==> src/common/pmode_pkg.sv <==
// Notes on behaviour
// - Bits 15..7 hold the 9-bit vector page.
// - Hardware reset sets vector page to all ones.
// - Software reset leaves vector page unchanged.
// - Register written by mapped-register store instructions.
// - ROM-disable bit 6 low maps on-chip ROM.
// - ROM-disable bit loads from mode pin in the first cycle after hardware reset.
// - Overlay bit 5 puts RAM in program space.
// - Data page zero never overlays into program space.
// - Visibility low: external address holds last value.
// - Saturation bits exist only on supporting variants.
// - Visibility high: internal program address on pins.
// - Data ROM bit 3 maps ROM into data.
// - Clock-off bit 2 holds clock output high.
package pmode_pkg;
  localparam int REG_W = 16;
  localparam int ADDR_W = 16;
  localparam int PTR_LSB = 7;
  localparam int PTR_W = 9;
  localparam int ROMDIS_BIT = 6;
  localparam int RAM_OVERLAY_BIT = 5;
  localparam int ADDRESS_VISIBILITY_BIT = 4;
  localparam int DATA_ROM_MAP_BIT = 3;
  localparam int CLOCK_OUTPUT_OFF_BIT = 2;
  localparam int MULTIPLY_SATURATE_BIT = 1;
  localparam int SST_BIT = 0;
  localparam logic [8:0] PTR_RESET = 9'h1FF;
  localparam logic [6:0] LOW_RESET = 7'h00;
  // Index of the register among the memory-mapped registers (arbitrary)
  localparam logic [6:0] PMODE_INDEX = 7'h1D;
  // Data page zero spans the lowest addresses
  localparam logic [ADDR_W-1:0] PAGE0_LAST = 16'h007F;
  // Clock output divider last count; the half period is this plus one core cycles
  localparam logic [1:0] CLKDIV_HALF = 2'h1;
endpackage

==> src/core/processor_mode_status_reg.sv <==
`timescale 1ns/1ps
`default_nettype none
module processor_mode_status_reg #(
  parameter bit HAS_SATURATE = 1'b1 // Variant supports saturation bits
) (
  input wire logic clk, // Core clock 25 MHz
  input wire logic reset_n, // Hardware reset, sync active low
  input wire logic softReset, // Software reset instruction pulse
  input wire logic romDisablePin, // Mode pin, asynchronous
  input wire logic storeValid, // Mapped-register store strobe
  input wire logic [6:0] storeIndex, // Mapped-register index
  input wire logic [15:0] storeData, // Store data
  input wire logic [15:0] progAddr, // Internal program address
  input wire logic [15:0] dataAddr, // Data address under decode
  input wire logic extValid, // External bus access active
  input wire logic [15:0] extAddr, // External bus address
  output logic [15:0] processor_mode_reg, // Register readback
  output logic [8:0] vector_page_pointer, // Vector page
  output logic [15:0] vectorBase, // Vector page base address
  output logic rom_disable_mode, // On-chip ROM off
  output logic romProgEnable, // ROM in program space
  output logic ram_overlay, // Overlay bit
  output logic ramProgHit, // Data address may be overlaid
  output logic address_visibility, // Visibility bit
  output logic data_rom_map, // ROM in data space
  output logic clock_output_off, // Clock output disabled
  output logic clockOut, // Clock output pin
  output logic multiply_saturate, // Multiply saturate bit
  output logic store_saturate, // Store saturate bit
  output logic [15:0] addrPins // External address pins
);
  import pmode_pkg::*;

  logic pinSync;
  logic [8:0] ptr_q, ptr_d;
  logic [6:0] low_q, low_d;
  logic rstSeen_q, rstSeen_d;
  logic [1:0] div_q, div_d;
  logic clk_q, clk_d;
  logic romEn_q, romEn_d;
  logic ovHit_q, ovHit_d;
  logic [15:0] addrPinsW;
  logic wrHit;

  mode_pin_sync u_sync (
    .clk(clk),
    .pinIn(romDisablePin),
    .pinSync(pinSync)
  );

  assign wrHit = storeValid && (storeIndex == PMODE_INDEX);

  // Register fields; software reset spares the pointer and ROM bit
  always_comb begin
    ptr_d = ptr_q;
    low_d = low_q;
    rstSeen_d = 1'b1;
    if (!rstSeen_q) begin
      // First cycle after release: catch the synchronised pin
      low_d[ROMDIS_BIT] = pinSync;
    end
    if (softReset) begin
      low_d[RAM_OVERLAY_BIT] = 1'b0;
      low_d[ADDRESS_VISIBILITY_BIT] = 1'b0;
      low_d[DATA_ROM_MAP_BIT] = 1'b0;
      low_d[CLOCK_OUTPUT_OFF_BIT] = 1'b0;
      low_d[MULTIPLY_SATURATE_BIT] = 1'b0;
      low_d[SST_BIT] = 1'b0;
    end else if (wrHit) begin
      ptr_d = storeData[REG_W-1:PTR_LSB];
      low_d = storeData[6:0];
      if (!HAS_SATURATE) begin
        low_d[MULTIPLY_SATURATE_BIT] = 1'b0;
        low_d[SST_BIT] = 1'b0;
      end
    end
  end

  always_ff @(posedge clk) begin
    if (!reset_n) begin
      ptr_q <= PTR_RESET;
      low_q <= LOW_RESET;
      rstSeen_q <= 1'b0;
    end else begin
      ptr_q <= ptr_d;
      low_q <= low_d;
      rstSeen_q <= rstSeen_d;
    end
  end

  // Clock output; held high while disabled so the pin never glitches low
  always_comb begin
    div_d = div_q + 2'h1;
    clk_d = clk_q;
    if (low_q[CLOCK_OUTPUT_OFF_BIT]) begin
      div_d = 2'h0;
      clk_d = 1'b1;
    end else if (div_q == CLKDIV_HALF) begin
      div_d = 2'h0;
      clk_d = ~clk_q;
    end
  end

  always_ff @(posedge clk) begin
    if (!reset_n) begin
      div_q <= 2'h0;
      clk_q <= 1'b1;
    end else begin
      div_q <= div_d;
      clk_q <= clk_d;
    end
  end

  // Registered map decodes keep every output straight from a flop
  always_comb begin
    romEn_d = ~low_d[ROMDIS_BIT];
    ovHit_d = low_d[RAM_OVERLAY_BIT] && (dataAddr > PAGE0_LAST);
  end

  always_ff @(posedge clk) begin
    if (!reset_n) begin
      romEn_q <= 1'b1;
      ovHit_q <= 1'b0;
    end else begin
      romEn_q <= romEn_d;
      ovHit_q <= ovHit_d;
    end
  end

  address_visibility_out u_address_visibility (
    .clk(clk),
    .reset_n(reset_n),
    .visible(low_q[ADDRESS_VISIBILITY_BIT]),
    .extValid(extValid),
    .extAddr(extAddr),
    .progAddr(progAddr),
    .pinAddr(addrPinsW)
  );

  assign processor_mode_reg = {ptr_q, low_q};
  assign vector_page_pointer = ptr_q;
  assign vectorBase = {ptr_q, 7'h00};
  assign rom_disable_mode = low_q[ROMDIS_BIT];
  assign romProgEnable = romEn_q;
  assign ram_overlay = low_q[RAM_OVERLAY_BIT];
  assign ramProgHit = ovHit_q;
  assign address_visibility = low_q[ADDRESS_VISIBILITY_BIT];
  assign data_rom_map = low_q[DATA_ROM_MAP_BIT];
  assign clock_output_off = low_q[CLOCK_OUTPUT_OFF_BIT];
  assign clockOut = clk_q;
  assign multiply_saturate = low_q[MULTIPLY_SATURATE_BIT];
  assign store_saturate = low_q[SST_BIT];
  assign addrPins = addrPinsW;
endmodule
`default_nettype wire

==> src/core/mode_pin_sync.sv <==
`timescale 1ns/1ps
`default_nettype none
module mode_pin_sync (
  input wire logic clk, // Core clock
  input wire logic pinIn, // Asynchronous pin
  output logic pinSync // Synchronised level
);
  logic meta_q;
  logic sync_q;
  // Two flops before anyone looks at the pin
  always_ff @(posedge clk) begin
    meta_q <= pinIn;
    sync_q <= meta_q;
  end
  assign pinSync = sync_q;
endmodule
`default_nettype wire

==> src/core/address_visibility_out.sv <==
`timescale 1ns/1ps
`default_nettype none
module address_visibility_out (
  input wire logic clk, // Core clock
  input wire logic reset_n, // Sync reset
  input wire logic visible, // Visibility enabled
  input wire logic extValid, // External access active
  input wire logic [15:0] extAddr, // External access address
  input wire logic [15:0] progAddr, // Internal program address
  output logic [15:0] pinAddr // Address pins
);
  logic [15:0] addr_q;
  logic [15:0] addr_d;
  // External cycles always drive; internal ones only when visible
  always_comb begin
    addr_d = addr_q;
    if (extValid) begin
      addr_d = extAddr;
    end else if (visible) begin
      addr_d = progAddr;
    end
  end
  always_ff @(posedge clk) begin
    if (!reset_n) begin
      addr_q <= 16'h0000;
    end else begin
      addr_q <= addr_d;
    end
  end
  assign pinAddr = addr_q;
endmodule
`default_nettype wire

==> config.mk <==
export PLATFORM = sky130hd
export DESIGN_NAME = processor_mode_status_reg
export DESIGN_NICKNAME = d
export VERILOG_FILES = /design/src/common/pmode_pkg.sv /design/src/core/processor_mode_status_reg.sv /design/src/core/mode_pin_sync.sv /design/src/core/address_visibility_out.sv
export SDC_FILE = /design/constraint.sdc
export NUM_CORES = 1
export LEC_CHECK = 0
export BUFFER_PORTS_ARGS = -buffer_cell sky130_fd_sc_hd__buf_2
export CAP_MARGIN = 20
export CORE_ASPECT_RATIO = 1.25
export CORE_MARGIN = 1
export CORE_UTILIZATION = 36
export DETAILED_ROUTE_END_ITERATION = 7
export GPL_ROUTABILITY_DRIVEN = 0
export HOLD_SLACK_MARGIN = 0.15
export PLACE_DENSITY = 0.75
export SLEW_MARGIN = 25
export SYNTH_ARGS = -nofsm -noshare
export SYNTH_HDL_FRONTEND = slang
export SYNTH_SLANG_ARGS = --single-unit
==> constraint.sdc <==
create_clock -name clk -period 1.2 [get_ports clk]
set_input_delay 0.12 -clock clk [delete_from_list [all_inputs] [get_ports clk]]
set_output_delay 0.12 -clock clk [all_outputs]
set_load 0.05 [all_outputs]
======== After elaboration in Yosys (flattened, before gate mapping) ========
Index checks and enable logic that the tools add are counted.
word-level totals
  register bits after elaboration ......... 40
  bits of input ports ..................... 77
  output and inout port bits .............. 67
  logic and storage cells ................. 33
operators by class
  add/subtract/negate cells ............... 1
  magnitude comparators ................... 1
  eq/ne operators ......................... 2
  multiplexer cells ....................... 7
  bitwise operators ....................... 4
  reductions and logical operators ........ 7
operator list
  cell                                                            count
  two-way mux 16 bit                                              2
  greater-than comparator 16 x 7 -> 1 bit, second input constant  1
  == test 7 x 5 -> 1 bit, second input constant                   1
  two-way mux 7 bit                                               1
  two-way mux 6 bit                                               1
  NOT 1 bit                                                       4
  OR reduction 2 bit                                              2
  two-way mux 1 bit                                               3
  OR reduction 3 bit                                              1
  adder 2 x 1 -> 2 bit, second input constant                     1
  == test 2 x 1 -> 1 bit, second input constant                   1
  logical AND 1 bit                                               2
  AND reduction 2 bit                                             1
  nonzero test 2 bit                                              1

======== Depth between registers and ports, before layout ========
  depth after elaboration ................. 5
  gate-level depth with buffers ........... 5
  depth with buffers taken out ............ 4

======== Hierarchy ========
From an unflattened synthesis, not the netlist that was laid out.
second synthesis, totals
  cell total of the unflattened synthesis .. 202
  area, all modules ....................... 2049.5 um^2
by module, submodules not included
  module                     times used  cells each  area each (um^2)  seq. area each (um^2)
  processor_mode_status_reg  1           129         1157.4            440.4
  address_visibility_out     1           71          852.1             320.3
  mode_pin_sync              1           2           40.0              40.0

======== Worst setup path after synthesis ========
Ideal clock, no wire load.
  path kind ............................... register -> register
  start ................................... reg low_q[4]
  end ..................................... reg u_address_visibility.addr_q[0] (netlist: u_address_visibility.pinAddr[0])
  setup time .............................. 0.115 ns
  arrival ................................. 1.548 ns
  required time ........................... 1.085 ns
  setup slack ............................. -0.463 ns
  stages on the path, launching flop included .. 6
  cells stage by stage .................... dfxtp_1 -> buf_2 -> buf_4 -> mux2i_1 -> o21ai_0 -> and2_1
between the ends
  longest elaborated chain between the ends .. 1
RTL lines
  item                          RTL line                         RTL
  start, declared               processor_mode_status_reg.sv:36  logic [6:0] low_q, low_d;
  start signal, assigned        processor_mode_status_reg.sv:86  low_q <= low_d;
  nonzero test 2 bit (no line)  -
  end signal, assigned          address_visibility_out.sv:27     addr_q <= addr_d;
  end, declared                 address_visibility_out.sv:12     logic [15:0] addr_q;
Every way passes these cells.
A chain may end at the register's enable or synchronous reset.

======== Worst setup path in the final report ========
  start ................................... reg low_q[2]
  end ..................................... out clock_output_off
RTL lines
  item           RTL line                         RTL
  end, declared  processor_mode_status_reg.sv:26  output logic clock_output_off,
No word-level cell between the ends.

==> impl_metrics.py <==
metrics = {
    "status": {
        "status": "finished clean",
    },
    "synth": {
        "synth.avg_cell_area_um2": 8.93,
        "seq_area_frac_synth_pct": 40.7,
        "synth_area_leaders": "dfxtp_1 41%, buf_4 13%, mux2i_1 8.7%",
        "ys_ff_latch": 40,
        "synth_area_um2": 1970,
        "yosysMostFrequentCell": "dfxtp_1",
        "yosysWarnings": 0,
        "ys.flop_type": "dfxtp_1",
        "yosysTopAreaCellShare_pct": 40.7,
        "ys_top_cells_by_count": "40 x dfxtp_1, 33 x buf_4, 21 x o21ai_0",
        "syn-instance-count": 220,
        "synth_edf_count": 0,
        "synth_largest_area_cell": "dfxtp_1",
        "synth_cell_types": 32,
        "synth-async-reset-ratio_pct": 0,
    },
    "routing": {
        "drt-total-wl_um": 5410,
        "first_pass_iters": 4,
        "via_per_inst": 4.84,
        "drt_iter0_drc": 43,
        "wire_per_inst_um": 13.0,
        "ant_nets": 0,
        "vias": 2010,
        "drc_errors": 0,
    },
    "final_layout": {
        "synthToLayoutAreaGrowth_pct": 46.5,
        "final_core_util_pct": 55.9,
        "fin_nets": 431,
        "drive_gt1_share_pct": 42.5,
        "antenna_cells": 0,
    },
    "worst_setup_path": {
        "critPathBufInv": 1,
        "end_kind": "primary output",
        "ff2ff_path_depth": 4,
        "crit_type": "reg2out",
        "max_stage_delay_ns": 0.41,
        "reg2reg_setup_slack_ns": 0.10,
        "worst-path-stages": 1,
        "worstSetupStartpoint": "low_q[2]",
        "crit_end": "clock_output_off",
        "start_kind": "register",
        "worstPathMaxFanout": 5,
        "path_delay_family": "flip-flops",
        "worstPathRequired_ns": 1.08,
        "crit_slowest_cell": "dfxtp_1",
        "crit_chain": "buf_2",
        "critical_path_arrival_ns": 0.99,
        "r2r_start": "low_q[4]",
        "r2r-end": "u_address_visibility.pinAddr[13]",
    },
    "clock_tree": {
        "clockRootBuffer": "clkbuf_8",
        "cts_num_sinks": 40,
        "cts_buffer_depth": 2,
        "cts_buffers": 5,
        "clk_latency_ns": 0.29,
        "htree_levels": 2,
        "clk_pin_slew_ns": 0.08,
        "hold_buffers": 28,
        "tritoncts": "built",
    },
    "timing": {
        "fmax_mhz": 901,
        "drv_slew": 0,
        "rsz0062_at_grt": "no",
        "fin_hold_ws_ns": 0.138,
        "skew_ns": 0.0100,
        "hold_viol": 0,
        "period_minus_slack_ns": 1.11,
        "finalCritPeriodShare_pct": 92.5,
        "setup_viol": 0,
    },
    "grt": {
        "antenna_found_initial": 0,
        "grt_usage_pct": 18.6,
        "grt-ovfl-total": 0,
        "grt_pass1_wl_um": 8190,
        "grt_pass1_vias": 1893,
        "grt_start_max_net_pins": 22,
    },
    "floorplanning": {
        "core_area_um2": 5150,
        "start_util_pct": 38.1,
        "io_pins": 144,
        "dieArea_um2": 5760,
        "die_h_um": 84.6,
        "placementRows": 29,
        "die_w_um": 68.1,
    },
    "placed_design": {
        "port_buffers": 129,
        "place_hpwl_um": 3510,
    },
    "power_and_ir_drop": {
        "p_per_area_nw_per_um2": 993,
        "total_power_mw": 2.86,
        "vdd_drop_max_mv": 0.562,
        "power_leakage_nw": 1.29,
    },
    "run": {
        "cap_violations": 0,
    },
    "worst_hold_path": {
        "worstHoldPathType": "in2reg",
    },
}
per-layer routing:
layer / vias up / global-route usage, % / wire [um]
met5: - / 0 / 0
met4: 0 / 9.47 / 155
met3: 13 / 2.04 / 284
met2: 94 / 34.8 / 2900
met1: 909 / 19.4 / 2070
li1: 994 / - / -
layout make-up:
class / count / area (um2)
Sequential cell: 40 / 805
Clock inverter: 1 / 5.00
Multi-Input combinational cell: 137 / 878
Timing Repair Buffer: 168 / 1040
Tap cell: 62 / 77.6
Fill cell: 471 / 2270
Inverter: 1 / 3.75
Clock buffer: 6 / 72.6
cells in the final DEF, fill, tap and decap left out:
master	n
or3_1	1
nor2b_1	1
nand2_1	17
clkbuf_1	1
o31ai_1	10
conb_1	7
o21ai_1	9
or4_1	1
or4_4	1
o211ai_1	1
buf_2	127
buf_4	11
and4b_1	1
clkinv_2	1
nand4bb_1	1
nor2_1	2
or3b_4	1
and4bb_2	1
nand3_1	15
and2_1	16
o21ai_0	12
nor4_1	1
ha_1	1
and3_1	1
nand2b_1	1
inv_1	1
dlygate4sd3_1	28
nand4_1	1
nand3b_1	1
mux2i_1	17
buf_12	2
dfxtp_1	39
nand4b_1	10
dfxtp_4	1
xnor2_1	1
a21oi_1	6
clkbuf_8	5
logic make-up (layout without fill, tap and decap cells):
logic type               count (synthesis)  after routing  share of synthesized area [%]
AO/OA/AOI/OAI                           38             38                           11.1
XOR/XNOR                                 1              1                          0.446
adder cells (fa/ha/maj)                  1              1                          0.636
buffers and inverters                   49            176                           15.8
flip-flops                              40             40                           40.7
multiplexers                            17             17                           8.66
other                                    1              7                          0.191
AND/OR/NAND/NOR                         73             73                           22.4
registers in the layout (all words and copies together), names as in the netlist, 2 cells and up:
| register | cells |
|---|---|
| low_q | 7 |
| div_q | 2 |
| vector_page_pointer | 9 |
| u_address_visibility.pinAddr | 16 |
report_power, final:
part | total (mW) | internal [mW] | leakage [nW] | switching, mW
sequential | 1.41 | 1.38 | 0.329 | 0.0265
clock | 0.826 | 0.395 | 0.0410 | 0.430
combinational | 0.628 | 0.258 | 0.919 | 0.370
total | 2.86 | 2.03 | 1.29 | 0.827
how the worst min path moves through the flow:
stage	startpoint	to	slack (ns)	cells after the start
floorplan	reset_n	rstSeen_q	0.15	0
global placement	romDisablePin	u_sync.meta_q	0.23	1
detailed placement	romDisablePin	u_sync.meta_q	0.23	1
CTS	storeData[6]	romProgEnable	0.13	3
global route	storeData[6]	romProgEnable	0.14	3
finish	storeData[6]	romProgEnable	0.14	3
through the flow:
| step | setup slack [ns] | TNS (ns) | instances | cell area (um2) |
|---|---|---|---|---|
| finish | 0.0900 | 0 | 415 | 2880 |
| floorplan | -0.0196 | -0.177 | 226 | 2010 |
| detailed placement | -0.0389 | -0.0389 | 377 | 2470 |
| global route | 0.0271 | 0 | 415 | 2880 |
| CTS | 0.0328 | 0 | 415 | 2880 |
| global placement | -0.0394 | -0.0394 | 377 | 2470 |
timing repair:
action	in CTS	in global routing
endpoints found under the setup margin	2	2
hold endpoints to repair	28	1
pin swaps	0	1
cloned	0	0
buffers inserted	3	0
resized for setup	2	1
worst reg2reg max path: stages, from the launching register on:
cell and delay, ns:
dfxtp_4 0.41, buf_4 0.16, mux2i_1 0.19, o21ai_0 0.09
and2_1 0.16
(Power assumes the default switching activity.)
